File: config.mk
export PLATFORM = sky130hd
export DESIGN_NAME = module_power_mode_control
export DESIGN_NICKNAME = d
export VERILOG_FILES = /design/src/hdl/power_mode_pkg.sv /design/src/hdl/module_power_mode_control.sv
export SDC_FILE = /design/constraint.sdc
export NUM_CORES = 1
export LEC_CHECK = 0
export BUFFER_PORTS_ARGS = -buffer_cell sky130_fd_sc_hd__buf_2
export CAP_MARGIN = 5
export CORE_ASPECT_RATIO = 0.7
export CORE_MARGIN = 5
export CORE_UTILIZATION = 30
export DETAILED_ROUTE_END_ITERATION = 6
export PLACE_DENSITY = 0.58
export SKIP_CTS_REPAIR_TIMING = 1
export SYNTH_ARGS = -nofsm -noshare
export SYNTH_HDL_FRONTEND = slang
export SYNTH_SLANG_ARGS = --single-unit
File: constraint.sdc
create_clock -name clock_i -period 3.55 [get_ports clock_i]
set_clock_uncertainty 0.2 [all_clocks]
set_input_delay 0.5325 -clock clock_i [delete_from_list [all_inputs] [get_ports clock_i]]
set_output_delay 0.5325 -clock clock_i [all_outputs]
set_load 0.01 [all_outputs]
File: src/hdl/power_mode_pkg.sv
// Package: register map, field layout, modes and carriers of the power-mode block
package power_mode_pkg;

  // Register byte offsets on the Avalon-MM slave
  localparam logic [4:0] CTRL_OFFSET      = 5'h00;
  localparam logic [4:0] COMMAND_OFFSET   = 5'h04;
  localparam logic [4:0] WAKE_TIMER_OFFSET = 5'h08;
  localparam logic [4:0] STATUS_OFFSET    = 5'h0c;
  localparam logic [4:0] MAC_LOW_OFFSET   = 5'h10;
  localparam logic [4:0] MAC_HIGH_OFFSET  = 5'h14;
  localparam logic [4:0] MAC_SELECT_OFFSET = 5'h18;

  // Command register bit
  localparam int REBOOT_BIT = 0;

  // Address block: four addresses per unit, picked by the two low bits
  localparam int MAC_BLOCK_SIZE = 4;
  localparam logic [1:0] MAC_WLAN_SEL  = 2'h0;
  localparam logic [1:0] MAC_WIRED_SEL = 2'h1;
  localparam logic [1:0] MAC_RADIO_SEL = 2'h2;
  localparam logic [1:0] MAC_SPARE_SEL = 2'h3;
  // Arbitrary neutral base address, stands in for the production value
  localparam logic [47:0] MAC_BASE_RESET = 48'h02_00_00_00_00_00;

  // Number of GPIOs able to steer stop mode
  localparam int GPIO_COUNT = 8;

  // UART rate limit under auto clock scaling, in baud
  localparam int UART_MAX_BAUD_SCALED = 1000000;

  localparam logic [31:0] WAKE_TIMER_RESET = 32'h0000_0000;

  // Control register layout, top bit first, down to bit 0
  typedef struct packed {
    logic [22:0] unused;
    logic [2:0]  stop_gpio_select;
    logic        stop_gpio_enable;
    logic        stop_timer_enable;
    logic        stop_line_enable_command;
    logic        sleep_line_enable_command;
    logic        auto_clock_scaling;
    logic        start_in_command_mode;
  } ctrl_s;

  localparam ctrl_s CTRL_RESET = '0;

  typedef enum logic [2:0] {
    MODE_BOOT,
    MODE_ACTIVE,
    MODE_STANDBY,
    MODE_SLEEP,
    MODE_STOP
  } power_mode_e;

  // Radio operating modes as reported by the radio logic
  typedef enum logic [1:0] {
    RADIO_OFF,
    RADIO_STATION,
    RADIO_ACCESS_POINT,
    RADIO_OTHER
  } radio_mode_e;

  // Status output carrier
  typedef struct packed {
    logic [2:0] mode;
    logic       cpu_full_speed;
    logic       clock_reduced;
    logic       baud_limited;
    logic       uart_deliver_enable;
    logic       connections_keep;
    logic       ram_retain;
  } power_status_s;

endpackage : power_mode_pkg

File: src/hdl/module_power_mode_control.sv
// Module: reset, boot and power-mode sequencer with Avalon-MM registers
//
// Decided for this implementation: the placing of the registers and the Avalon-MM slave port.
`timescale 1ns/1ps

// Notes on behaviour
// - Keeps a block of four consecutive network addresses per unit.
// - Low two address bits: 00 wireless, 01 wired, 10 radio, 11 reserved.
// - Starts again when supply rises valid or a reset is issued.
// - In command-mode start, pulses boot-ready once booting completes.
// - No power-down input; deepest saving only through stop mode.
// - Reset pin is pulled high; low level causes full hardware reset.
// - Reboot command reboots the unit like a hardware reset.
// - Any interface activity runs the processor at full clock in active.
// - Moves between active and standby by itself.
// - Standby keeps connections and returns to active at once.
// - With auto clock scaling, internal clocks drop whenever idle.
// - With auto clock scaling, UART limited to at most 1 Mbaud.
// - Sleep keeps connections but delivers nothing on the UART.
// - With sleep line enabled, each DSR toggle enters or leaves sleep.
// - Sleep allowed only in station radio mode or radio off.
// - Stop halts everything, drops connections, keeps no RAM.
// - Every wake from stop is a full reboot.
// - With stop line enabled, each DSR toggle enters or leaves stop.
// - A configured capable GPIO toggles stop entry and exit.
// - Host-set timer wakes the unit from stop after its delay.
module module_power_mode_control (
  // Clock and reset
  input  wire logic                          clock_i,
  input  wire logic                          resetn_i,
  // Avalon-MM slave
  input  wire logic [4:0]                    address_i,
  input  wire logic                          read_i,
  input  wire logic                          write_i,
  input  wire logic [3:0]                    byteenable_i,
  input  wire logic [31:0]                   writedata_i,
  output logic [31:0]                        readdata_o,
  output logic                               waitrequest_o,
  // Pins from outside the clock domain
  input  wire logic                          reset_pin_n_i,
  input  wire logic                          supply_good_i,
  input  wire logic                          dsr_i,
  input  wire logic [power_mode_pkg::GPIO_COUNT-1:0] gpio_i,
  // Same-domain system signals
  input  wire logic                          boot_done_i,
  input  wire logic                          activity_i,
  input  wire logic [1:0]                    radio_mode_i,
  input  wire logic [31:0]                   uart_baud_request_i,
  // Control outputs
  output logic                               system_reset_o,
  output logic                               boot_ready_msg_o,
  output logic [31:0]                        uart_baud_o,
  output logic [47:0]                        mac_wlan_o,
  output logic [47:0]                        mac_wired_o,
  output logic [47:0]                        mac_radio_o,
  output power_mode_pkg::power_status_s      status_o
);

  power_mode_pkg::ctrl_s       ctrl_reg;
  power_mode_pkg::power_mode_e mode_reg;
  power_mode_pkg::power_mode_e mode_next;
  logic [31:0] wake_delay_reg;
  logic [31:0] wake_count_reg;
  logic [47:0] mac_base_reg;
  logic [1:0]  mac_select_reg;
  logic        ack_reg;
  logic [31:0] readdata_reg;
  logic        reboot_cmd_reg;
  logic        boot_msg_reg;
  logic        reset_pulse_reg;

  // Two-flop synchronisers for pin inputs
  logic [1:0] rst_pin_sync_reg;
  logic [1:0] supply_sync_reg;
  logic [1:0] dsr_sync_reg;
  logic [power_mode_pkg::GPIO_COUNT-1:0] gpio_meta_reg;
  logic [power_mode_pkg::GPIO_COUNT-1:0] gpio_sync_reg;
  logic        supply_last_reg;
  logic        dsr_last_reg;
  logic        gpio_last_reg;

  logic        bus_access;
  logic        write_take;
  logic        read_take;
  logic        supply_rise;
  logic        dsr_toggle;
  logic        gpio_sel_level;
  logic        gpio_toggle;
  logic        sleep_allowed;
  logic        stop_request;
  logic        sleep_request;
  logic        timer_wake;
  logic        reboot_event;

  // Pin synchronisers
  always_ff @(posedge clock_i or negedge resetn_i) begin
    if (!resetn_i) begin
      rst_pin_sync_reg <= 2'h3;
      supply_sync_reg  <= 2'h0;
      dsr_sync_reg     <= 2'h0;
      gpio_meta_reg    <= '0;
      gpio_sync_reg    <= '0;
    end else begin
      rst_pin_sync_reg <= {rst_pin_sync_reg[0], reset_pin_n_i};
      supply_sync_reg  <= {supply_sync_reg[0], supply_good_i};
      dsr_sync_reg     <= {dsr_sync_reg[0], dsr_i};
      gpio_meta_reg    <= gpio_i;
      gpio_sync_reg    <= gpio_meta_reg;
    end
  end

  assign gpio_sel_level = gpio_sync_reg[ctrl_reg.stop_gpio_select];

  // Edge history of the synchronised lines
  always_ff @(posedge clock_i or negedge resetn_i) begin
    if (!resetn_i) begin
      supply_last_reg <= 1'b0;
      dsr_last_reg    <= 1'b0;
      gpio_last_reg   <= 1'b0;
    end else begin
      supply_last_reg <= supply_sync_reg[1];
      dsr_last_reg    <= dsr_sync_reg[1];
      gpio_last_reg   <= gpio_sel_level;
    end
  end

  assign supply_rise = supply_sync_reg[1] & ~supply_last_reg;
  // Every edge counts once; the current mode decides enter or leave
  assign dsr_toggle  = dsr_sync_reg[1] ^ dsr_last_reg;
  assign gpio_toggle = ctrl_reg.stop_gpio_enable &
                       (gpio_sel_level ^ gpio_last_reg);

  assign sleep_allowed =
    (radio_mode_i == power_mode_pkg::RADIO_STATION) |
    (radio_mode_i == power_mode_pkg::RADIO_OFF);
  // Sleep comes only from a host line toggle
  assign sleep_request = ctrl_reg.sleep_line_enable_command & dsr_toggle &
                         sleep_allowed;
  assign stop_request  = (ctrl_reg.stop_line_enable_command & dsr_toggle) |
                         gpio_toggle;
  assign timer_wake    = ctrl_reg.stop_timer_enable &
                         (wake_count_reg >= wake_delay_reg);

  // Any of these restarts the unit from boot
  assign reboot_event =
    ~rst_pin_sync_reg[1] | supply_rise | reboot_cmd_reg |
    ((mode_reg == power_mode_pkg::MODE_STOP) &
     (stop_request | timer_wake));

  // Avalon-MM handshake: one wait cycle, answer on the second edge
  assign bus_access    = read_i | write_i;
  assign waitrequest_o = bus_access & ~ack_reg;
  assign write_take    = write_i & ack_reg;
  assign read_take     = read_i & ~ack_reg;

  always_ff @(posedge clock_i or negedge resetn_i) begin
    if (!resetn_i) begin
      ack_reg <= 1'b0;
    end else begin
      ack_reg <= bus_access & ~ack_reg;
    end
  end

  // Write-one byte-lane merge
  function automatic logic [31:0] merge(input logic [31:0] old_value,
                                        input logic [31:0] new_value,
                                        input logic [3:0]  lanes);
    logic [31:0] result;
    result = old_value;
    for (int i = 0; i < 4; i++) begin
      if (lanes[i]) begin
        result[i*8 +: 8] = new_value[i*8 +: 8];
      end
    end
    return result;
  endfunction : merge

  // Configuration registers; a reboot loses them like system RAM
  always_ff @(posedge clock_i or negedge resetn_i) begin
    if (!resetn_i) begin
      ctrl_reg       <= power_mode_pkg::CTRL_RESET;
      wake_delay_reg <= power_mode_pkg::WAKE_TIMER_RESET;
      mac_select_reg <= power_mode_pkg::MAC_WLAN_SEL;
    end else if (reset_pulse_reg) begin
      ctrl_reg       <= power_mode_pkg::CTRL_RESET;
      wake_delay_reg <= power_mode_pkg::WAKE_TIMER_RESET;
      mac_select_reg <= power_mode_pkg::MAC_WLAN_SEL;
    end else if (write_take) begin
      case (address_i)
        power_mode_pkg::CTRL_OFFSET: begin
          ctrl_reg <= power_mode_pkg::ctrl_s'(
            merge(32'(ctrl_reg), writedata_i, byteenable_i)
            & 32'h0000_01ff);
        end
        power_mode_pkg::WAKE_TIMER_OFFSET: begin
          wake_delay_reg <= merge(wake_delay_reg, writedata_i,
                                  byteenable_i);
        end
        power_mode_pkg::MAC_SELECT_OFFSET: begin
          if (byteenable_i[0]) begin
            mac_select_reg <= writedata_i[1:0];
          end
        end
        default: begin
        end
      endcase
    end
  end

  // Address block stays across reboots: it lives in production memory
  always_ff @(posedge clock_i or negedge resetn_i) begin
    if (!resetn_i) begin
      mac_base_reg <= power_mode_pkg::MAC_BASE_RESET;
    end else if (write_take && address_i == power_mode_pkg::MAC_LOW_OFFSET)
    begin
      mac_base_reg[31:0] <= merge(mac_base_reg[31:0], writedata_i,
                                  byteenable_i);
    end else if (write_take &&
                 address_i == power_mode_pkg::MAC_HIGH_OFFSET) begin
      mac_base_reg[47:32] <= 16'(merge({16'h0000, mac_base_reg[47:32]},
                                       writedata_i, byteenable_i));
    end
  end

  // Reboot command, taken as a one-cycle event
  always_ff @(posedge clock_i or negedge resetn_i) begin
    if (!resetn_i) begin
      reboot_cmd_reg <= 1'b0;
    end else begin
      reboot_cmd_reg <= write_take &&
                        address_i == power_mode_pkg::COMMAND_OFFSET &&
                        byteenable_i[0] &&
                        writedata_i[power_mode_pkg::REBOOT_BIT];
    end
  end

  // Stop-mode wake timer, counts only while stopped
  always_ff @(posedge clock_i or negedge resetn_i) begin
    if (!resetn_i) begin
      wake_count_reg <= 32'h0000_0000;
    end else if (mode_reg != power_mode_pkg::MODE_STOP) begin
      wake_count_reg <= 32'h0000_0000;
    end else if (wake_count_reg != 32'hffff_ffff) begin
      wake_count_reg <= wake_count_reg + 32'h0000_0001;
    end
  end

  // Power-mode sequencer
  always_comb begin
    mode_next = mode_reg;
    case (mode_reg)
      power_mode_pkg::MODE_BOOT: begin
        if (boot_done_i) begin
          mode_next = power_mode_pkg::MODE_ACTIVE;
        end
      end
      power_mode_pkg::MODE_ACTIVE, power_mode_pkg::MODE_STANDBY: begin
        if (stop_request) begin
          mode_next = power_mode_pkg::MODE_STOP;
        end else if (sleep_request) begin
          mode_next = power_mode_pkg::MODE_SLEEP;
        end else if (activity_i) begin
          mode_next = power_mode_pkg::MODE_ACTIVE;
        end else begin
          mode_next = power_mode_pkg::MODE_STANDBY;
        end
      end
      power_mode_pkg::MODE_SLEEP: begin
        if (stop_request) begin
          mode_next = power_mode_pkg::MODE_STOP;
        end else if (ctrl_reg.sleep_line_enable_command && dsr_toggle) begin
          mode_next = activity_i ? power_mode_pkg::MODE_ACTIVE
                                 : power_mode_pkg::MODE_STANDBY;
        end
      end
      power_mode_pkg::MODE_STOP: begin
        mode_next = power_mode_pkg::MODE_STOP;
      end
      default: begin
        mode_next = power_mode_pkg::MODE_BOOT;
      end
    endcase
  end

  always_ff @(posedge clock_i or negedge resetn_i) begin
    if (!resetn_i) begin
      mode_reg        <= power_mode_pkg::MODE_BOOT;
      reset_pulse_reg <= 1'b0;
    end else if (reboot_event) begin
      mode_reg        <= power_mode_pkg::MODE_BOOT;
      reset_pulse_reg <= 1'b1;
    end else begin
      mode_reg        <= mode_next;
      reset_pulse_reg <= 1'b0;
    end
  end

  // Boot-ready message once boot ends in command-mode start
  always_ff @(posedge clock_i or negedge resetn_i) begin
    if (!resetn_i) begin
      boot_msg_reg <= 1'b0;
    end else begin
      boot_msg_reg <= !reboot_event &&
                      mode_reg == power_mode_pkg::MODE_BOOT &&
                      boot_done_i && ctrl_reg.start_in_command_mode;
    end
  end

  // Register read path, captured on the first edge of an access
  always_ff @(posedge clock_i or negedge resetn_i) begin
    if (!resetn_i) begin
      readdata_reg <= 32'h0000_0000;
    end else if (read_take) begin
      case (address_i)
        power_mode_pkg::CTRL_OFFSET:       readdata_reg <= 32'(ctrl_reg);
        power_mode_pkg::WAKE_TIMER_OFFSET: readdata_reg <= wake_delay_reg;
        power_mode_pkg::STATUS_OFFSET: begin
          readdata_reg <= {23'h000000, status_o};
        end
        power_mode_pkg::MAC_LOW_OFFSET: readdata_reg <= mac_base_reg[31:0];
        power_mode_pkg::MAC_HIGH_OFFSET: begin
          readdata_reg <= {16'h0000, mac_base_reg[47:32]};
        end
        power_mode_pkg::MAC_SELECT_OFFSET: begin
          readdata_reg <= {mac_base_reg[31:2], mac_select_reg};
        end
        default: readdata_reg <= 32'h0000_0000;
      endcase
    end
  end

  assign readdata_o = readdata_reg;

  // Per-interface addresses from the low two bits of the block
  always_ff @(posedge clock_i or negedge resetn_i) begin
    if (!resetn_i) begin
      mac_wlan_o  <= '0;
      mac_wired_o <= '0;
      mac_radio_o <= '0;
    end else begin
      mac_wlan_o  <= {mac_base_reg[47:2], power_mode_pkg::MAC_WLAN_SEL};
      mac_wired_o <= {mac_base_reg[47:2], power_mode_pkg::MAC_WIRED_SEL};
      mac_radio_o <= {mac_base_reg[47:2], power_mode_pkg::MAC_RADIO_SEL};
    end
  end

  // Baud clamp: scaled clocks cannot sustain the faster rates
  always_ff @(posedge clock_i or negedge resetn_i) begin
    if (!resetn_i) begin
      uart_baud_o <= 32'h0000_0000;
    end else if (ctrl_reg.auto_clock_scaling &&
                 uart_baud_request_i >
                 32'(power_mode_pkg::UART_MAX_BAUD_SCALED)) begin
      uart_baud_o <= 32'(power_mode_pkg::UART_MAX_BAUD_SCALED);
    end else begin
      uart_baud_o <= uart_baud_request_i;
    end
  end

  // Status outputs
  always_ff @(posedge clock_i or negedge resetn_i) begin
    if (!resetn_i) begin
      status_o <= '0;
    end else begin
      status_o.mode <= mode_reg;
      status_o.cpu_full_speed <=
        mode_reg == power_mode_pkg::MODE_ACTIVE;
      status_o.clock_reduced <= ctrl_reg.auto_clock_scaling &&
        mode_reg != power_mode_pkg::MODE_ACTIVE;
      status_o.baud_limited <= ctrl_reg.auto_clock_scaling;
      status_o.uart_deliver_enable <=
        mode_reg == power_mode_pkg::MODE_ACTIVE ||
        mode_reg == power_mode_pkg::MODE_STANDBY;
      status_o.connections_keep <=
        mode_reg != power_mode_pkg::MODE_STOP &&
        mode_reg != power_mode_pkg::MODE_BOOT;
      status_o.ram_retain <= mode_reg != power_mode_pkg::MODE_STOP;
    end
  end

  assign system_reset_o   = reset_pulse_reg;
  assign boot_ready_msg_o = boot_msg_reg;

endmodule : module_power_mode_control

# After elaboration in Yosys (flattened, before gate mapping)
# Cells that the tools add are included.
# word_totals
in_bits	92
out_inout_bits	220
ff_bits	344
word_cells	161
# classes
reduce_logical	43
magnitude_cmp	3
eq_ne	16
add_sub_neg	1
muxes	30
bitwise_logic	23
# ops
cell	count
32-bit 2-to-1 mux	9
32-bit one-hot mux with 6 select lines	1
32-bit by 1-bit adder with 32-bit output, second input constant	1
32-bit greater-or-equal comparator	1
32-bit by 20-bit > comparator with 1-bit output, second input constant	1
8-bit 2-to-1 mux	4
32-bit != test, second input constant	1
3-bit AND reduction	9
2-bit nonzero test	9
5-bit == test, second input constant	3
3-bit 2-to-1 mux	5
1-bit logical AND	12
2-bit 2-to-1 mux	6
3-bit one-hot mux with 4 select lines	1
2-bit AND reduction	6
1-bit AND	10
5-bit by 4-bit == test with 1-bit output, second input constant	2
1-bit OR	7
3-bit by 2-bit == test with 1-bit output, second input constant	2
3-bit != test, second input constant	2
5-bit by 3-bit == test with 1-bit output, second input constant	1
5-bit logical NOT	1
3-bit by 4-bit < comparator with 1-bit output, second input constant	1
4-bit != test, second input constant	1
other kinds (14)	20

# Logic depth before layout (Yosys ltp)
# Gate-level depths: netlist of the first run.
# depth
word_depth	12
depth_mapped	9
depth_no_buf	8

# Worst setup path after synthesis of the first run
# No wires, ideal clock.
# synth_timing
path_kind	input -> register
from	input port uart_baud_request_i[0]
to	register uart_baud_o[13]
arrival_time_ns	2.140
setup_slack_ns	1.145
setup_time_ns	0.066
path_buffers	2
cell_stages	8
required_time_ns	3.284
path_cell_list	or4_1 > o31a_1 > o31ai_1 > a21boi_1 > o31ai_2 > buf_4 > buf_6 > and2_1
# synth_via
elab_chain_len	3
# synth_rtl
element	line_no	source
start: declaration	module_power_mode_control.sv:48	input wire logic [31:0] uart_baud_request_i,
32-bit by 20-bit > comparator with 1-bit output	module_power_mode_control.sv:352	uart_baud_request_i >
1-bit logical AND	module_power_mode_control.sv:351	end else if (ctrl_reg.auto_clock_scaling &&
32-bit 2-to-1 mux	module_power_mode_control.sv:351	
end signal: assignment	module_power_mode_control.sv:354	uart_baud_o <= 32'(power_mode_pkg::UART_MAX_BAUD_SCALED);
end signal: assignment	module_power_mode_control.sv:356	uart_baud_o <= uart_baud_request_i;
end: declaration	module_power_mode_control.sv:52	output logic [31:0] uart_baud_o,
# No other way between the ends.
# A chain may end at the register's enable or synchronous reset.

# Worst setup path in the final report of the first run
# layout_timing
from	input port uart_baud_request_i[0]
to	register uart_baud_o[11]
# Same word-level chain as after synthesis.

==> flow_summary_export.csv, run 1 <==
group,metric,value,unit
run_status,status,"completed",
timing,setup_violations,0,
setup_path,critPathLaunch,"uart_baud_request_i[0]",
synthesis,netlist_top_cells_area,"dfrtp_1 (57%), buf_4 (6.2%), mux2_2 (4.6%)",
pwr,p_comb_share,13.0,%
clock_network,cts.clk_slew.worst_paths,0.06,ns
timing,worstMarginPinSlew,1.07,ns
finish,largest_reg_flops,48,
timing,max_freq,352,MHz
clock_network,clockBufferDepth,3,
drt,num_vias,8596,
synthesis,synth_top_area_share,57.5,%
timing,post-route-period-util,80.0,%
drt,antenna_violating_nets_post_route,0,
pwr,swShare,26.7,%
pwr,p_per_area,538,nW/um2
min_path,hold-path-endpoint,"wake_delay_reg[20]",
timing,tns,0,ns
setup_path,arrival,3.13,ns
floorplanning,die_x,247,um
drt,first_pass_iters,5,
floorplanning,fp.dieH,176,um
clock_network,cts_max_level,1,
min_path,hp-start,"writedata_i[20]",
drt,via_per_inst,4.66,
grt,antenna_found_initial,0,
synthesis,synth_top_area_cell,"dfrtp_1",
clock_network,cts_tree,"built",
placement,gp_congestion,0.793,
pwr,p_int,5.88,mW
timing,finalMaxSlewViolations,0,
finish,diodes,0,
synthesis,synth_edf_count,0,
timing,relSlewSlack,29.0,%
grt,grt_pass1_wl,49800,um
finish,fill_cells,3776,
synthesis,synth.distinct_cells,54,
run,cap_viol_max_count,0,
clock_network,root_buffer,"clkbuf_16",
setup_path,crit_type,"in2reg",
placement,placed_area,13400,um2
setup_path,crit_chain,"dlygate4sd3_1, buf_2, or4_1, o31a_1, o31ai_1, a21boi_1, o31ai_2, buf_4, and2_1",
synthesis,synth_seq_cells,275,
drt,wl,33200,um
pwr,p_sw,2.14,mW
grt,grt_max_degree,89,
pwr,seqPwrFrac,45.2,%
clock_network,cts_sinks,275,
grt,first_global_vias,8239,
finish,nets,1419,
synthesis,synth_ff_type,"dfrtp_1",
synthesis,syn_avg_cell_area,11.6,um2
drt,drc,0,
floorplanning,core_area,38700,um2
pwr,design_power_total,8.02,mW
clock_network,cts_buffers,30,
drt,avgRoutedWirePerCell,18.0,um
setup_path,worstSetupStartpointType,"input pin",
pwr,power_leakage,7.49,nW
synthesis,syn_area,11800,um2
timing,rsz0062_at_grt,"no",
setup_path,cpMaxStageDelayCell,"dlygate4sd3_1",
setup_path,worst_r2r_path_depth,6,
finish,drive_above_1_share,32.7,%
floorplanning,die_area,43600,um2
grt,overflow,0,
finish,final_cell_mix,"buf_2 (305), dfrtp_1 (272), nand2_1 (77), o21ai_0 (59), dlygate4sd3_1 (50)",
finish,final_cell_area,14900,um2
setup_path,timing.rr.end,"mode_reg[0]",
synthesis,yosysSeqAreaShare,58.1,%
clock_network,clk_latency,0.57,ns
setup_path,ff2ff_setup_slack,0.88,ns
synthesis,synthCells,1019,
floorplanning,initial_core_util,30.6,%
pwr,clock_power_share,41.8,%
grt,grt_use_total,14.6,%
drt,drt_iter0_drc,652,
min_path,hp-class,"in2reg",
min_path,hold_depth,2,
placement,io_buffers,306,
finish,synthToLayoutAreaGrowth,26.0,%
placement,dp_hpwl,24100,um
synthesis,async_reset_ff_share,100,%
setup_path,worstReg2RegStart,"ctrl_reg[6]",
timing,layout_min_cycle_time,2.84,ns
floorplanning,ios,312,
setup_path,cpPeakStageDelay,0.53,ns
setup_path,critPathRequiredTime,3.84,ns
setup_path,cp_max_fo,29,
timing,hold_violations,0,
setup_path,worst_setup_path_end_kind,"register",
synthesis,yosys_warnings,0,
floorplanning,rows,60,
finish,final_common_cell,"buf_2",
pwr,ir_drop,0.000362,V
[final cells by class]
cell class	instances	area, um2	area share, %
Clock inverter	12	205	1.38
Multi-Input combinational cell	573	3950	26.5
Timing Repair Buffer	376	2220	14.9
Clock buffer	43	860	5.76
Inverter	38	143	0.956
Tap cell	527	659	4.42
Sequential cell	275	6890	46.2
[layer usage]
layer | up-vias | wire (um) | global-route usage [%]
met1 | 4279 | 15200 | 21.5
met2 | 247 | 15000 | 21.9
li1 | 4024 | - | -
met3 | 46 | 2350 | 3.69
met4 | 0 | 619 | 2.77
met5 | - | 0 | 0
[power groups by stage]
stage	Combinational, mW	Sequential (mW)	Clock [mW]
5_1_grt	1.17	3.66	3.59
3_5_place_dp	1.02	3.68	0
2_1_floorplan	0.575	3.66	0
4_1_cts	1.02	3.62	3.45
6_report	1.04	3.62	3.35
3_3_place_gp	1.01	3.67	0
[how the worst max path moves through the flow]
stage	to	slack, ns	cells past startpoint
after floorplan	uart_baud_o[13]	1.14	8
after global placement	wake_delay_reg[12]	0.70	7
after detailed placement	wake_delay_reg[12]	0.68	7
after CTS	mode_reg[0]	0.82	6
after global routing	uart_baud_o[11]	0.64	9
final	uart_baud_o[11]	0.71	9
[logic make-up (layout without fill, tap and decap cells)]
kind of cell | count (synthesis) | after routing | synth area share [%]
AOI/OAI and AO/OA | 174 | 174 | 9.96
xor gates and xnor gates | 29 | 29 | 2.14
adders and majority gates | 33 | 33 | 3.49
buffers and inverters | 174 | 469 | 8.72
DFF | 275 | 275 | 58.1
muxes | 57 | 57 | 5.60
other | 2 | 5 | 0.0634
and+or+nand+nor | 275 | 275 | 11.9
[stage by stage]
step | std cells | setup WS (ns) | utilization (%) | hold WS, ns
after floorplan | 1022 | 1.14 | - | 0.0369
after global placement | 1739 | 0.703 | 34.5 | 0.137
after detailed placement | 1739 | 0.683 | 34.5 | 0.140
after CTS | 1794 | 0.825 | 37.2 | -0.226
after global routing | 1844 | 0.637 | 38.5 | 0.000750
final | 1844 | 0.710 | 38.5 | 0.00583
[synthesized netlist by cell type (8+ instances only)]
library cell	instances
nand2_1	77
a22oi_1	23
ha_1	33
and4_1	8
a22o_1	16
a21o_1	10
xnor2_1	9
mux2_2	48
nand3_1	18
nor4_1	8
nand2b_1	27
dfrtp_1	272
buf_4	98
a222oi_1	14
xor2_1	20
nand4_1	18
inv_1	38
nor2_1	50
clkbuf_1	34
nor3_1	9
and2_1	26
and3_1	17
o21ai_0	59
a21oi_1	25
[worst max-delay path: cells and delay by family]
kind | cells | cell delay, ns
buffers and inverters | 3 | 0.95
AOI/OAI and AO/OA | 4 | 0.94
and+or+nand+nor | 2 | 0.71
Note: power is estimated with default switching activity, not from simulation.
==> run 2: changes to the inputs <==
--- a/config.mk
+++ b/config.mk
@@ -11,7 +11,7 @@
 export CORE_MARGIN = 5
 export CORE_UTILIZATION = 30
 export DETAILED_ROUTE_END_ITERATION = 6
-export PLACE_DENSITY = 0.58
+export PLACE_DENSITY = 0.6
 export SKIP_CTS_REPAIR_TIMING = 1
 export SYNTH_ARGS = -nofsm -noshare
 export SYNTH_HDL_FRONTEND = slang
==> constraint.sdc (replaced) <==
create_clock -name clock_i -period 2.4 [get_ports clock_i]
set_clock_uncertainty 0.2 [all_clocks]
set_input_delay 0.36 -clock clock_i [delete_from_list [all_inputs] [get_ports clock_i]]
set_output_delay 0.36 -clock clock_i [all_outputs]
set_load 0.01 [all_outputs]
==> run 2 against run 1 <==
- sequential share of layout area down 1.6 points
- setup slack worse by 0.71 ns
- clock power up 28%
- the run now ends with DRC left
- critical path depth down 1
- flip-flop and latch count unchanged
- clock-buffer cell count down 6
- critical endpoint is now mode_reg[0]
- routed wire length up 2.4%
==> flow_summary_export.csv, run 2 (same netlist as run 1, synthesis figures left out) <==
group,metric,value,unit
timing,setup_ws,0.00219,ns
min_path,hold_depth,3,
setup_path,cp_top_family,"compound AO/OA/AOI/OAI gates",
timing,layout_min_cycle_time,2.40,ns
timing,hold_violations,0,
clock_network,cts_max_level,1,
grt,overflow,0,
pwr,power_leakage,7.77,nW
timing,max_freq,417,MHz
drt,wl,34000,um
floorplanning,die_area,43600,um2
finish,fill_cells,3759,
setup_path,crit_top_cell,"a211o_1",
drt,antenna_violating_nets_post_route,0,
floorplanning,die_x,247,um
floorplanning,core_area,38700,um2
setup_path,crit_chain,"inv_1, ha_1, a21oi_1, o21ai_1, a31o_2, a211o_1, a211o_1, a221oi_2",
setup_path,worst_setup_path_end_kind,"register",
setup_path,cpPeakStageDelay,0.38,ns
setup_path,cp_max_fo,3,
placement,gp_congestion,0.835,
finish,nets,1488,
min_path,hp-class,"in2reg",
placement,io_buffers,306,
run_status,violations,"DRC",
setup_path,cpMaxStageDelayCell,"dfrtp_1",
timing,finalMaxSlewViolations,0,
finish,fin_cells,1914,
timing,setup_violations,0,
drt,drt_iter0_drc,678,
drt,num_vias,8964,
clock_network,cts.clk_slew.worst_paths,0.06,ns
timing,worstMarginPinSlew,1.07,ns
finish,final_common_cell,"buf_2",
drt,drc,1,
setup_path,worstSetupStartpointType,"register",
min_path,hold-path-endpoint,"mode_reg[1]",
clock_network,clk_latency,0.55,ns
finish,utilization,39.9,%
drt,via_per_inst,4.68,
finish,drive_above_1_share,34.7,%
finish,largest_reg_flops,48,
timing,post-route-period-util,99.9,%
setup_path,arrival,2.64,ns
placement,placed_area,13700,um2
clock_network,cts_buffers,28,
finish,synthToLayoutAreaGrowth,30.6,%
timing,tns,0,ns
setup_path,path_buf_inv,1,
pwr,design_power_total,11.3,mW
placement,dp_hpwl,25200,um
drt,first_pass_iters,7,
run,cap_viol_max_count,0,
setup_path,timing.rr.end,"mode_reg[0]",
drt,avgRoutedWirePerCell,17.8,um
setup_path,worst_r2r_path_depth,8,
floorplanning,initial_core_util,30.6,%
finish,final_cell_area,15500,um2
placement,dpl_worst_slack,-0.157,ns
setup_path,worstReg2RegStart,"wake_delay_reg[6]",
floorplanning,ios,312,
grt,grt_use_total,14.7,%
timing,rsz0062_at_grt,"yes",
finish,final_cell_mix,"buf_2 (305), dfrtp_1 (272), dlygate4sd3_1 (79), nand2_1 (77), o21ai_0 (57)",
grt,first_global_vias,8512,
clock_network,cts_sinks,275,
run_status,status,"finished, violations left",
min_path,hp-start,"activity_i",
clock_network,cts_tree,"built",
floorplanning,fp.dieH,176,um
floorplanning,rows,60,
grt,grt_max_degree,73,
pwr,p_per_area,733,nW/um2
setup_path,crit_type,"reg2reg",
grt,antenna_found_initial,1,
timing,hold_ws,0.00449,ns
setup_path,ff2ff_setup_slack,0.002,ns
clock_network,clockBufferDepth,3,
grt,grt_pass1_wl,50500,um
timing,relSlewSlack,28.7,%
pwr,ir_drop,0.000500,V
clock_network,root_buffer,"clkbuf_16",
placement,placedCellCount,1776,
setup_path,critPathRequiredTime,2.64,ns
run 2: worst max-delay path by stage:
| stage | cells after the start | startpoint | to | slack [ns] |
|---|---|---|---|---|
| 6_report | 8 | wake_delay_reg[6] | mode_reg[0] | 0.002 |
| 2_1_floorplan | 7 | wake_count_reg[4] | mode_reg[0] | 0.12 |
| 4_1_cts | 8 | wake_delay_reg[4] | mode_reg[0] | -0.05 |
| 3_3_place_gp | 8 | uart_baud_request_i[0] | uart_baud_o[0] | -0.12 |
| 3_5_place_dp | 8 | uart_baud_request_i[0] | uart_baud_o[4] | -0.16 |
| 5_1_grt | 8 | wake_delay_reg[6] | mode_reg[0] | -0.09 |
run 2: worst register-to-register path: cells and delay by family (launching register included):
family	cells	cell delay, ns
AOI/OAI and AO/OA	6	1.32
adders and majority gates	1	0.31
buffers and inverters	1	0.07
DFF	1	0.38
run 2: layer usage:
layer	vias up	GRT usage, %	share of wire (%)
met4	0	3.56	2.8
li1	4171	-	-
met3	56	3.24	6.0
met2	269	22.4	45
met5	-	0	0
met1	4468	21.4	46
run 2: cell type report:
cell class                 count  area (um2)  area share, %
tap                          527         659           4.26
antenna                        2        5.00         0.0324
sequential                   275        6890           44.5
clock inverter                15         119          0.769
multi-input combinational    573        3980           25.8
inverter                      38         143          0.922
clock buffer                  37         786           5.08
timing repair buffer         447        2890           18.7
run 2: where the power goes:
part	switching (mW)	total [mW]	internal (mW)
registers	0.308	5.34	5.03
clock network	1.86	4.29	2.42
logic	0.965	1.71	0.744
total	3.14	11.3	8.20
